==> config.mk <==
export PLATFORM = sky130hd
export DESIGN_NAME = sgc_switch_ctrl
export DESIGN_NICKNAME = d
export VERILOG_FILES = /design/src/sgc_switch_ctrl.v /design/src/sgc_age_timer.v
export VERILOG_INCLUDE_DIRS = /design/src
export SDC_FILE = /design/constraint.sdc
export NUM_CORES = 1
export LEC_CHECK = 0
export BUFFER_PORTS_ARGS = -buffer_cell sky130_fd_sc_hd__buf_2
export CORE_MARGIN = 2
export CORE_UTILIZATION = 40
export CTS_BUF_LIST = sky130_fd_sc_hd__clkbuf_8
export DETAILED_ROUTE_END_ITERATION = 10
export GPL_ROUTABILITY_DRIVEN = 0
export PLACE_DENSITY = 0.67
export SLEW_MARGIN = 20
export SYNTH_ARGS = -nofsm -noshare
export SYNTH_HDL_FRONTEND = slang
export SYNTH_SLANG_ARGS = --single-unit
==> constraint.sdc <==
create_clock -name ref_clk -period 7.05 [get_ports ref_clk]
set_input_delay 1.41 -clock ref_clk [delete_from_list [all_inputs] [get_ports ref_clk]]
set_output_delay 1.41 -clock ref_clk [all_outputs]
set_load 0.02 [all_outputs]
==> src/sgc_defs.vh <==
// constants for the switch identity and global control register bank
`ifndef SGC_DEFS_VH
`define SGC_DEFS_VH
// ******************************************
// register map
// ******************************************
`define SGC_ADDR_W 12
`define SGC_OFS_IDENT 12'h000
`define SGC_OFS_GCTL1 12'h002
`define SGC_BYTE_IDENT 12'h000
`define SGC_BYTE_GCTL1 12'h008
// ******************************************
// identity fields
// ******************************************
`define SGC_FAMILY_LSB 8
`define SGC_CHIP_LSB 4
`define SGC_REV_LSB 1
`define SGC_START_BIT 0
`define SGC_START_RST 1'b1
// ******************************************
// control word fields
// ******************************************
`define SGC_B_PASS_ALL 15
`define SGC_B_RX2000 14
`define SGC_B_TX_FC 13
`define SGC_B_RX_FC 12
`define SGC_B_LEN_CHK 11
`define SGC_B_AGE_EN 10
`define SGC_B_FAST_AGE 9
`define SGC_B_AGGR_BO 8
`define SGC_B_ING_FC 5
`define SGC_B_RX2K 4
`define SGC_B_PASS_FC 3
`define SGC_B_LINK_AGE 0
`define SGC_GCTL1_RST 16'h3450
`define SGC_LEN_2000 16'h07d0
`define SGC_LEN_1500 16'h05dc
// ******************************************
// timing
// ******************************************
`define SGC_CLK_MHZ 200
`define SGC_FAST_AGE_US 800
// 800 us at 200 MHz, sized to the 40-bit period
`define SGC_FAST_AGE_CYC 40'd160000
`define SGC_NORM_AGE_S 300
// 300 s at 200 MHz
`define SGC_NORM_AGE_CYC 40'hdf8475800
`define SGC_NORM_AGE_JIT_S 75
`define SGC_AXI_OKAY 2'b00
`define SGC_AXI_SLVERR 2'b10
`endif

==> src/sgc_switch_ctrl.v <==
// identity and global control register bank with aging control
`timescale 1ns/10ps
`include "sgc_defs.vh"
module sgc_switch_ctrl #(
	parameter [7:0] FAMILY_CODE = 8'h5a,   // arbitrary value
	parameter [3:0] CHIP_CODE = 4'h9,      // arbitrary value
	parameter [2:0] REV_CODE = 3'h2,       // arbitrary value
	parameter NUM_PORTS = 2,
	parameter [39:0] FAST_AGE_CYCLES = `SGC_FAST_AGE_CYC,
	parameter [39:0] NORM_AGE_CYCLES = `SGC_NORM_AGE_CYC
) (
	// clock and reset
	input wire ref_clk,
	input wire rst_n,
	// axi4-lite write address
	input wire [`SGC_ADDR_W-1:0] s_axi_awaddr,
	input wire s_axi_awvalid,
	output reg s_axi_awready,
	// axi4-lite write data
	input wire [31:0] s_axi_wdata,
	input wire [3:0] s_axi_wstrb,
	input wire s_axi_wvalid,
	output reg s_axi_wready,
	// axi4-lite write response
	output reg [1:0] s_axi_bresp,
	output reg s_axi_bvalid,
	input wire s_axi_bready,
	// axi4-lite read address
	input wire [`SGC_ADDR_W-1:0] s_axi_araddr,
	input wire s_axi_arvalid,
	output reg s_axi_arready,
	// axi4-lite read data
	output reg [31:0] s_axi_rdata,
	output reg [1:0] s_axi_rresp,
	output reg s_axi_rvalid,
	input wire s_axi_rready,
	// switch engine frame screening
	input wire frm_valid,
	input wire [15:0] frm_len,
	input wire [15:0] frm_len_type,
	input wire frm_bad,
	input wire frm_is_pause,
	input wire sniffer_mode,
	input wire ingress_over,
	input wire [NUM_PORTS-1:0] port_link,
	// switch engine control levels
	output reg switch_enable,
	output reg frm_accept,
	output reg frm_drop,
	output reg tx_pause_en,
	output reg rx_pause_en,
	output reg ingress_send_pause,
	output reg aggressive_backoff,
	output reg ctl2_len_bits_masked,
	output reg age_tick,
	output reg age_flush_all
);
	// ******************************************
	// registers
	// ******************************************
	reg start_reg;
	reg [15:0] gctl_reg;
	reg [NUM_PORTS-1:0] link_s1_reg;
	reg [NUM_PORTS-1:0] link_s2_reg;
	reg [NUM_PORTS-1:0] link_d_reg;
	reg link_fast_reg;
	reg [`SGC_ADDR_W-1:0] aw_reg;
	reg aw_have_reg;
	reg [31:0] w_reg;
	reg [3:0] ws_reg;
	reg w_have_reg;
	wire [15:0] ident_word;
	wire link_lost;
	wire timer_tick;
	wire use_fast;
	wire [39:0] period;

	function [31:0] rd_mux;
		input [`SGC_ADDR_W-1:0] a;
		input [15:0] id;
		input [15:0] g;
		begin
			case (a)
				`SGC_BYTE_IDENT: rd_mux = {16'h0000, id};
				`SGC_BYTE_GCTL1: rd_mux = {16'h0000, g};
				default: rd_mux = 32'h0000_0000;
			endcase
		end
	endfunction

	function hit;
		input [`SGC_ADDR_W-1:0] a;
		begin
			hit = (a == `SGC_BYTE_IDENT) || (a == `SGC_BYTE_GCTL1);
		end
	endfunction

	// read-only codes with live start bit
	assign ident_word = {FAMILY_CODE, CHIP_CODE, REV_CODE, start_reg};

	// ******************************************
	// control word decode
	// ******************************************
	wire pass_all_on;
	wire long_ok;
	wire len_field_bad;
	wire ingress_drop;
	wire pause_filtered;
	wire link_age_on;
	wire wr_commit;
	wire wr_ident;
	wire wr_gctl;

	// debug pass-through counts only while a sniffer port is set up
	assign pass_all_on = gctl_reg[`SGC_B_PASS_ALL] && sniffer_mode;
	// both enables must allow long frames: either one at zero discards over 2000
	assign long_ok = gctl_reg[`SGC_B_RX2000] && gctl_reg[`SGC_B_RX2K];
	// type values from 1500 up are ethertypes and never checked
	assign len_field_bad = gctl_reg[`SGC_B_LEN_CHK] && (frm_len_type < `SGC_LEN_1500)
		&& (frm_len_type != frm_len);
	assign ingress_drop = ingress_over && !gctl_reg[`SGC_B_ING_FC];
	assign pause_filtered = frm_is_pause && !gctl_reg[`SGC_B_PASS_FC];
	assign link_age_on = gctl_reg[`SGC_B_LINK_AGE];
	// a write lands once address and data are both held and no answer is pending
	assign wr_commit = aw_have_reg && w_have_reg && !s_axi_bvalid;
	assign wr_ident = wr_commit && (aw_reg == `SGC_BYTE_IDENT);
	assign wr_gctl = wr_commit && (aw_reg == `SGC_BYTE_GCTL1);

	// ******************************************
	// axi4-lite write path
	// ******************************************
	// address and data latch independently, either may come first
	always @(posedge ref_clk) begin
		if (!rst_n) begin
			aw_have_reg <= 1'b0;
			w_have_reg <= 1'b0;
			aw_reg <= {`SGC_ADDR_W{1'b0}};
			w_reg <= 32'h0000_0000;
			ws_reg <= 4'h0;
			s_axi_awready <= 1'b0;
			s_axi_wready <= 1'b0;
			s_axi_bvalid <= 1'b0;
			s_axi_bresp <= `SGC_AXI_OKAY;
			start_reg <= `SGC_START_RST;
			gctl_reg <= `SGC_GCTL1_RST;
		end else begin
			s_axi_awready <= 1'b0;
			s_axi_wready <= 1'b0;
			if (s_axi_awvalid && !aw_have_reg && !s_axi_awready && !s_axi_bvalid) begin
				s_axi_awready <= 1'b1;
				aw_reg <= s_axi_awaddr;
				aw_have_reg <= 1'b1;
			end
			if (s_axi_wvalid && !w_have_reg && !s_axi_wready && !s_axi_bvalid) begin
				s_axi_wready <= 1'b1;
				w_reg <= s_axi_wdata;
				ws_reg <= s_axi_wstrb;
				w_have_reg <= 1'b1;
			end
			if (wr_commit) begin
				aw_have_reg <= 1'b0;
				w_have_reg <= 1'b0;
				s_axi_bvalid <= 1'b1;
				s_axi_bresp <= hit(aw_reg) ? `SGC_AXI_OKAY : `SGC_AXI_SLVERR;
				if (wr_ident && ws_reg[0]) begin
					start_reg <= w_reg[`SGC_START_BIT];
				end
				// reserved fields are plain storage, so a read-merge-write keeps them
				if (wr_gctl) begin
					if (ws_reg[0]) begin
						gctl_reg[7:0] <= w_reg[7:0];
					end
					if (ws_reg[1]) begin
						gctl_reg[15:8] <= w_reg[15:8];
					end
				end
			end else if (s_axi_bvalid && s_axi_bready) begin
				s_axi_bvalid <= 1'b0;
			end
		end
	end

	// ******************************************
	// axi4-lite read path
	// ******************************************
	always @(posedge ref_clk) begin
		if (!rst_n) begin
			s_axi_arready <= 1'b0;
			s_axi_rvalid <= 1'b0;
			s_axi_rdata <= 32'h0000_0000;
			s_axi_rresp <= `SGC_AXI_OKAY;
		end else begin
			s_axi_arready <= 1'b0;
			if (s_axi_rvalid) begin
				if (s_axi_rready) begin
					s_axi_rvalid <= 1'b0;
				end
			end else if (s_axi_arvalid && !s_axi_arready) begin
				s_axi_arready <= 1'b1;
				s_axi_rvalid <= 1'b1;
				s_axi_rdata <= rd_mux(s_axi_araddr, ident_word, gctl_reg);
				s_axi_rresp <= hit(s_axi_araddr) ? `SGC_AXI_OKAY : `SGC_AXI_SLVERR;
			end
		end
	end

	// ******************************************
	// frame screening and engine levels
	// ******************************************
	always @(posedge ref_clk) begin
		if (!rst_n) begin
			frm_accept <= 1'b0;
			frm_drop <= 1'b0;
			switch_enable <= 1'b0;
			tx_pause_en <= 1'b0;
			rx_pause_en <= 1'b0;
			ingress_send_pause <= 1'b0;
			aggressive_backoff <= 1'b0;
			ctl2_len_bits_masked <= 1'b0;
		end else begin
			switch_enable <= start_reg;
			tx_pause_en <= gctl_reg[`SGC_B_TX_FC];
			rx_pause_en <= gctl_reg[`SGC_B_RX_FC];
			aggressive_backoff <= gctl_reg[`SGC_B_AGGR_BO];
			ctl2_len_bits_masked <= gctl_reg[`SGC_B_RX2K];
			ingress_send_pause <= ingress_over && gctl_reg[`SGC_B_ING_FC];
			frm_accept <= 1'b0;
			frm_drop <= 1'b0;
			if (frm_valid) begin
				if (!start_reg) begin
					frm_drop <= 1'b1;
				end else if (pass_all_on) begin
					frm_accept <= 1'b1;
				end else if (frm_bad) begin
					frm_drop <= 1'b1;
				end else if (ingress_drop) begin
					frm_drop <= 1'b1;
				end else if (frm_len > `SGC_LEN_2000 && !long_ok) begin
					frm_drop <= 1'b1;
				end else if (len_field_bad) begin
					frm_drop <= 1'b1;
				end else if (pause_filtered) begin
					// pause frames are filtered unless forwarding is asked for
					frm_drop <= 1'b1;
				end else begin
					frm_accept <= 1'b1;
				end
			end
		end
	end

	// ******************************************
	// aging control
	// ******************************************
	// link pins are asynchronous to ref_clk
	always @(posedge ref_clk) begin
		if (!rst_n) begin
			link_s1_reg <= {NUM_PORTS{1'b0}};
			link_s2_reg <= {NUM_PORTS{1'b0}};
			link_d_reg <= {NUM_PORTS{1'b0}};
		end else begin
			link_s1_reg <= port_link;
			link_s2_reg <= link_s1_reg;
			link_d_reg <= link_s2_reg;
		end
	end
	assign link_lost = |(link_d_reg & ~link_s2_reg);

	// one fast cycle after a link loss, then back to normal
	always @(posedge ref_clk) begin
		if (!rst_n) begin
			link_fast_reg <= 1'b0;
		end else if (link_lost && link_age_on) begin
			link_fast_reg <= 1'b1;
		end else if (timer_tick) begin
			link_fast_reg <= 1'b0;
		end
	end

	// normal period leaves out the extra 75 s spread
	assign use_fast = gctl_reg[`SGC_B_FAST_AGE] || link_fast_reg;
	assign period = use_fast ? FAST_AGE_CYCLES : NORM_AGE_CYCLES;

	sgc_age_timer #(
		.CNT_W(40)
	) u_age_timer (
		.ref_clk(ref_clk),
		.rst_n(rst_n),
		.run(gctl_reg[`SGC_B_AGE_EN]),
		.restart(link_lost && link_age_on),
		.period(period),
		.tick(timer_tick)
	);

	// ******************************************
	// aging outputs
	// ******************************************
	always @(posedge ref_clk) begin
		if (!rst_n) begin
			age_tick <= 1'b0;
			age_flush_all <= 1'b0;
		end else begin
			age_tick <= timer_tick;
			age_flush_all <= link_lost;
		end
	end
endmodule // sgc_switch_ctrl

==> src/sgc_age_timer.v <==
// aging period timer: emits one age tick per elapsed period
`timescale 1ns/10ps
`include "sgc_defs.vh"
module sgc_age_timer #(
	parameter CNT_W = 40
) (
	// clock and reset
	input wire ref_clk,
	input wire rst_n,
	// control
	input wire run,
	input wire restart,
	input wire [CNT_W-1:0] period,
	// tick out
	output reg tick
);
	reg [CNT_W-1:0] cnt_reg;
	always @(posedge ref_clk) begin
		if (!rst_n) begin
			cnt_reg <= {CNT_W{1'b0}};
			tick <= 1'b0;
		end else if (restart || !run) begin
			cnt_reg <= {CNT_W{1'b0}};
			tick <= 1'b0;
		end else if (cnt_reg >= period - {{(CNT_W-1){1'b0}}, 1'b1}) begin
			cnt_reg <= {CNT_W{1'b0}};
			tick <= 1'b1;
		end else begin
			cnt_reg <= cnt_reg + {{(CNT_W-1){1'b0}}, 1'b1};
			tick <= 1'b0;
		end
	end
endmodule // sgc_age_timer

==> results of run 1 <==
[routing by layer]
layer / up-vias / global-route usage
li1: 2412 / -
met1: 2141 / 0.211
met2: 95 / 0.254
met3: 13 / 0.0489
met4: 0 / 0.0618
met5: - / 0
[per-stage QoR]
stage / utilization / power [uW]
global route: 0.481 / 1450
finish: 0.481 / 1380
detailed placement: 0.460 / 909
global placement: 0.460 / 908
CTS: 0.481 / 1400
floorplan: - / 867
[how the worst max path moves through the flow]
stage	start	end	slack (ns)
CTS	gctl_reg[9]	u_age_timer.cnt_reg[16]	4.05
floorplan	s_axi_araddr[5]	s_axi_rdata[10]	4.33
global placement	s_axi_arvalid	s_axi_rdata[6]	3.68
global route	s_axi_araddr[1]	s_axi_rdata[13]	3.80
finish	gctl_reg[9]	u_age_timer.cnt_reg[16]	4.06
detailed placement	s_axi_araddr[1]	s_axi_rdata[13]	3.62
[layout make-up]
cell class,instances,area share
inverter,18,0.0103
multi-input combinational,470,0.432
tap,180,0.0336
clock inverter,6,0.00373
timing repair buffer,123,0.0930
clock buffer,19,0.0390
sequential,130,0.388
[cell families after synthesis]
logic type      count (synthesis)
simple gates                  286
xor+xnor                       51
flops                         130
compound gates                 77
buf+inv                        61
other cells                     1
fa+ha+maj                      16
mux                            19
[cells in the final DEF (no fill, tap or decap), types with 16 or more instances in the layout]
cell type,netlist,routed
sky130_fd_sc_hd__and2_1,18,18
sky130_fd_sc_hd__nor2_1,58,58
sky130_fd_sc_hd__mux2i_1,19,19
sky130_fd_sc_hd__inv_1,18,21
sky130_fd_sc_hd__xor2_1,28,28
sky130_fd_sc_hd__nand3_1,18,18
sky130_fd_sc_hd__nor3_1,47,47
sky130_fd_sc_hd__clkbuf_8,0,19
sky130_fd_sc_hd__a21oi_1,46,46
sky130_fd_sc_hd__xnor2_1,23,23
sky130_fd_sc_hd__dfxtp_1,130,130
sky130_fd_sc_hd__buf_2,1,120
sky130_fd_sc_hd__conb_1,1,21
sky130_fd_sc_hd__ha_1,16,16
sky130_fd_sc_hd__nand2_1,85,85
[power groups by stage]
stage / logic [uW] / clock network (uW) / registers (uW)
final: 124 / 485 / 768
after global routing: 138 / 537 / 770
after CTS: 125 / 503 / 768
after detailed placement: 125 / 0 / 784
after global placement: 124 / 0 / 784
after floorplan: 79.6 / 0 / 788
==> results.md, run 1 <==
- Post-cts resize count: 0
- Die outline area: 15300 sq um
- Post-synthesis area per instance: 8.92 sq um
- Proportion of netlist area held by the largest area contributor: 0.455
- Clock root buffer: sky130_fd_sc_hd__clkbuf_8
- Post-Route Setup TNS: 0 ns
- Global Route Usage Sum: 0.163
- Share of the synthesized area in compound gates (AO/OA/AOI/OAI): 0.0832
- Reg2reg start: gctl_reg[9]
- Number of diodes added for antenna fixing: 0
- CTS Hold Bufs: 0
- Clock Sink Count: 130
- Count of placed standard cells including taps: 921
- Number of antenna violations at the first check in global routing: 0
- Number of clock buffers inserted by TritonCTS: 17
- DRC violation total after the first TritonRoute iteration: 187
- Main combinational cell family by area after synthesis: simple AND/OR/NAND/NOR gates
- Switching power summed over all nets: 334 uW
- Grt ovf: 0
- Routed wire length on met2: 5.36 mm
- FILL cells: 1389
- Routed wire length: 12.0 mm
- I/O pin cnt: 157
- Core Area: 13900 sq um
- Leakage power: 0.00289 uW
- Hold path startpoint: link_s1_reg[1]
- Biggest fanout along the worst timing path: 34
- Sequential standard cell area: 2600 sq um
- Number of distinct standard cells referenced by the synthesized netlist: 55
- Flop pwr share: 0.558
- CTS H-tree depth: 4
- Max FFs per register: 40
- Width of the die: 124 um
- Critical path's slowest cell: sky130_fd_sc_hd__a2111oi_2
- Synthesized area: 5720 sq um
- Clock period minus final worst setup slack: 2.99 ns
- Number of warnings reported in the yosys synthesis log: 0
- Area added between synthesis and finish: 17.2%
- Crit path launch type: flip-flop
- Final hold violation count: 0
- Largest area contributor in the netlist: sky130_fd_sc_hd__dfxtp_1
- Wire length of the first global-routing pass: 19.5 mm
- Post-synthesis async set-or-reset flop share: 0
- Slew of the pin with the lowest slew margin: 1.03 ns
- Detailed-routing wirelength on met1: 5.93 mm
- Reg-to-reg slack, setup: 4.06 ns
- Skew final: 0.00754 ns
- Post-synthesis simple-gate area fraction: 0.260
- Initial standard-cell utilization of the core: 0.410
- Reg clk slew, reported paths: 0.06 ns
- Post-route cell area: 6700 sq um
- Required time at the worst-slack endpoint: 7.40 ns
- Port Buf Inserts: 120
- Total power divided by cell area: 206 nW/um^2
- Max rail drop VDD: 105 uV
- Number of maximum-capacitance violations: 0
- DRC viols: 0
- Amount of wire on met3 after detailed routing: 550 um
- Reg2reg path depth: 9
- Hold Crit Endpoint: link_s2_reg[1]
- Number of max-slew violations in the final report: 0
- Worst hold-check path type: reg2reg
- F_max: 335 MHz
- Fraction of power spent switching nets: 0.243
- Gate family responsible for the most delay along the worst path: compound AO/OA/AOI/OAI gates
- Fin nets: 882
- Proportion of power drawn by combinational gates: 0.090
- Adder and majority gate portion of the synthesized area: 0.0350
- Data arrival, critical path: 3.34 ns
- Max transition margin: 0.309
- Result of the run: finished, final reports clean
- Final setup slack of the worst path: 4.06 ns
- Mux cell area share after synthesis: 0.0333
- Xor and xnor fraction of the mapped netlist area: 0.0781
- Top cells by count, synth: sky130_fd_sc_hd__dfxtp_1, sky130_fd_sc_hd__nand2_1, sky130_fd_sc_hd__nor2_1, sky130_fd_sc_hd__nor3_1, sky130_fd_sc_hd__a21oi_1
- Synth area leaders: sky130_fd_sc_hd__dfxtp_1, sky130_fd_sc_hd__nand2_1, sky130_fd_sc_hd__xor2_1
- Deepest clock path buffer count: 2
- Pin count of the biggest net entering global routing: 67
- Final critical-path share of the clock period: 0.424
- Category of the most critical setup path: reg2reg
- Count of final setup violators: 0
- Ratio of cells with drive above 1 in the final layout: 0.221
- Endpoint class of the critical path: flip-flop
- Highest routed layer: met4
- Post-layout instance count excluding filler cells: 946
- Final HPWL DP: 8.67 mm
- TritonCTS clock tree: yes
- Cell internal pwr: 1040 uW
- Synthesized flop and latch total: 130
- Worst reg2reg path endpoint: u_age_timer.cnt_reg[16]
- Routed vias/inst: 4.93
- Sequential cell area fraction in the yosys report: 0.455
- Vertical extent of the die: 124 um
- Most frequent cell after synthesis: sky130_fd_sc_hd__dfxtp_1
- DR pass1 iterations: 4
- Remaining number of nets flagged by the antenna check after routing: 0
- Post-synth EDFFs: 0
- Clock insertion delay at the later pin of the skew report: 0.43 ns
- RSZ-0062 raised after global routing: no
- Post-route worst hold slack: 0.441 ns
- Prevailing post-synth register cell: sky130_fd_sc_hd__dfxtp_1
- Overall via count from detail_route: 4661
- Post-detailed-route wirelength per cell: 12.7 um
- Synthesized instance count: 641
- Share of power burned in the clock network: 0.352
- Post-CTS setup buffer count: 0
- Delay of the slowest critical-path stage: 0.48 ns
- Site Rows: 43
- Cell-by-cell listing of the critical path: or2_2 -> ha_1 -> a21oi_1 -> o211ai_1 -> a211o_1 -> a2111oi_2 -> o31ai_4 -> buf_4 -> nor3_1
- Number of global-route vias before repair: 4231
- Worst setup slack after placement: 3.62 ns
- Post-DP Area: 6410 sq um
- Area occupied by multi-input gates: 2900 sq um
- Count of cell instances traversed by the critical path: 9
- Worst Hold Depth: 1
- Buffers plus inverters on the worst setup path: 1
Note: power is estimated with default switching activity, not from simulation.
==> run 2: changes to the inputs <==
- clock period: 7.05 -> 2.9 ns (I/O delays scaled with it)
==> results.md, run 2 (synthesized netlist as in run 1, its figures left out) <==
- Cell-by-cell listing of the critical path: or2_4 -> ha_1 -> a21oi_1 -> o211ai_1 -> a211o_1 -> a2111oi_2 -> buf_4 -> o31ai_4 -> buf_12 -> nor3_1
- Fin nets: 891
- Number of diodes added for antenna fixing: 0
- Pin count of the biggest net entering global routing: 39
- Post-Route Setup TNS: 0 ns
- Core Area: 13900 sq um
- TritonCTS clock tree: yes
- Final critical-path share of the clock period: 0.902
- Data arrival, critical path: 2.97 ns
- Area added between synthesis and finish: 20.6%
- Grt ovf: 0
- Final hold violation count: 0
- Post-CTS setup buffer count: 0
- Deepest clock path buffer count: 2
- Result of the run: finished, final reports clean
- Post-DP Area: 6510 sq um
- DRC violation total after the first TritonRoute iteration: 230
- Most frequent standard cell in the layout excluding fill and tap cells: sky130_fd_sc_hd__dfxtp_1
- Max rail drop VDD: 312 uV
- Share of power burned in the clock network: 0.402
- Reg2reg start: link_fast_reg
- Count of final setup violators: 0
- Remaining number of nets flagged by the antenna check after routing: 0
- Routed vias/inst: 4.87
- I/O pin cnt: 157
- Gate family responsible for the most delay along the worst path: compound AO/OA/AOI/OAI gates
- Hold path startpoint: port_link[1]
- F_max: 382 MHz
- Sequential standard cell area: 2600 sq um
- Post-detailed-route wirelength per cell: 12.9 um
- Global Route Usage Sum: 0.174
- Critical path's slowest cell: sky130_fd_sc_hd__a211o_1
- Biggest fanout along the worst timing path: 32
- Most congested layer reported by global routing: met2
- Required time at the worst-slack endpoint: 3.25 ns
- Total power divided by cell area: 528 nW/um^2
- Cell internal pwr: 2670 uW
- Number of global-route vias before repair: 4404
- Routing usage on met1: 0.225
- Max transition margin: 0.631
- Buffers plus inverters on the worst setup path: 2
- Final HPWL DP: 8.79 mm
- Global Route met2 Usage: 0.278
- Delay of the slowest critical-path stage: 0.33 ns
- Reg-to-reg slack, setup: 0.28 ns
- Switching power summed over all nets: 975 uW
- Number of clock buffers inserted by TritonCTS: 17
- Number of max-slew violations in the final report: 0
- Clock period minus final worst setup slack: 2.62 ns
- Leading cell types in the layout, fill and taps excluded: sky130_fd_sc_hd__dfxtp_1, sky130_fd_sc_hd__buf_2, sky130_fd_sc_hd__nand2_1
- Worst hold-check path type: in2reg
- Crit path launch type: flip-flop
- Clock Sink Count: 130
- Endpoint class of the critical path: flip-flop
- Vertical extent of the die: 124 um
- Area occupied by multi-input gates: 2900 sq um
- Clock root buffer: sky130_fd_sc_hd__clkbuf_8
- Port Buf Inserts: 120
- Number of maximum-capacitance violations: 0
- Flop pwr share: 0.512
- Initial standard-cell utilization of the core: 0.410
- Launching instance or port of the critical path: link_fast_reg
- Wire length of the first global-routing pass: 20.7 mm
- Skew final: 0.0124 ns
- Slew of the pin with the lowest slew margin: 0.553 ns
- Overall via count from detail_route: 4689
- M3 GR Usage: 0.0498
- Ratio of cells with drive above 1 in the final layout: 0.242
- Width of the die: 124 um
- DRC viols: 0
- Number of antenna violations at the first check in global routing: 0
- Routed wire length: 12.4 mm
- CTS H-tree depth: 4
- Clock insertion delay at the later pin of the skew report: 0.45 ns
- Fraction of power spent switching nets: 0.268
- FILL cells: 1380
- Die outline area: 15300 sq um
- Max FFs per register: 40
- Reg clk slew, reported paths: 0.08 ns
- Post-route cell area: 6890 sq um
- DR pass1 iterations: 4
- RSZ-0062 raised after global routing: no
- Site Rows: 43
- Category of the most critical setup path: reg2reg
- Proportion of power drawn by combinational gates: 0.086
- Leakage power: 0.00296 uW
-- run 2: changes by cell type in the layout (fill, tap and decap cells not counted), moves of 2 or more --
cell	before	now
sky130_fd_sc_hd__inv_1	21	17
sky130_fd_sc_hd__buf_12	0	2
sky130_fd_sc_hd__buf_4	3	10
sky130_fd_sc_hd__clkinv_4	0	5
sky130_fd_sc_hd__clkinvlp_4	0	4
-- run 2: routing by layer --
metal  up-vias  wire (um)
met1      2139       6100
li1       2434          -
met2        99       5580
met5         -          0
met4         0        157
met3        17        547
-- run 2: worst paths after layout --
path / to / cells after the start
worst max register to register: u_age_timer.cnt_reg[6] / 10
worst max-delay path: u_age_timer.cnt_reg[6] / 10
worst min-delay path: link_s1_reg[1] / 2
worst min register to register: link_s2_reg[0] / 1
-- run 2: timing repair --
action / CTS / global route
gates resized for setup: 0 / 1
setup endpoints to repair: 0 / 8
hold buffers: 0 / 0
-- run 2: cell type report --
class | instances | share of cell area
Multi-Input combinational cell | 470 | 0.421
Sequential cell | 130 | 0.378
Timing Repair Buffer | 132 | 0.104
Clock buffer | 18 | 0.0359
Tap cell | 180 | 0.0327
Clock inverter | 14 | 0.0194
Inverter | 18 | 0.00980
-- run 2: metrics by stage --
step	worst slack, ns	util	hold WS [ns]	std cells	power, uW
floorplan	0.413	-	0.412	661	2110
global placement	0.224	0.467	0.417	930	2220
detailed placement	0.182	0.467	0.426	930	2220
CTS	0.147	0.494	0.319	962	3690
global route	0.0601	0.495	0.325	962	3800
finish	0.284	0.495	0.352	962	3640
-- run 2: power groups by stage --
| stage | logic, uW | registers, uW | clock network (uW) |
|---|---|---|---|
| 2_1_floorplan | 194 | 1910 | 0 |
| 3_3_place_gp | 313 | 1910 | 0 |
| 3_5_place_dp | 314 | 1910 | 0 |
| 4_1_cts | 315 | 1870 | 1510 |
| 5_1_grt | 353 | 1870 | 1580 |
| 6_report | 312 | 1870 | 1460 |
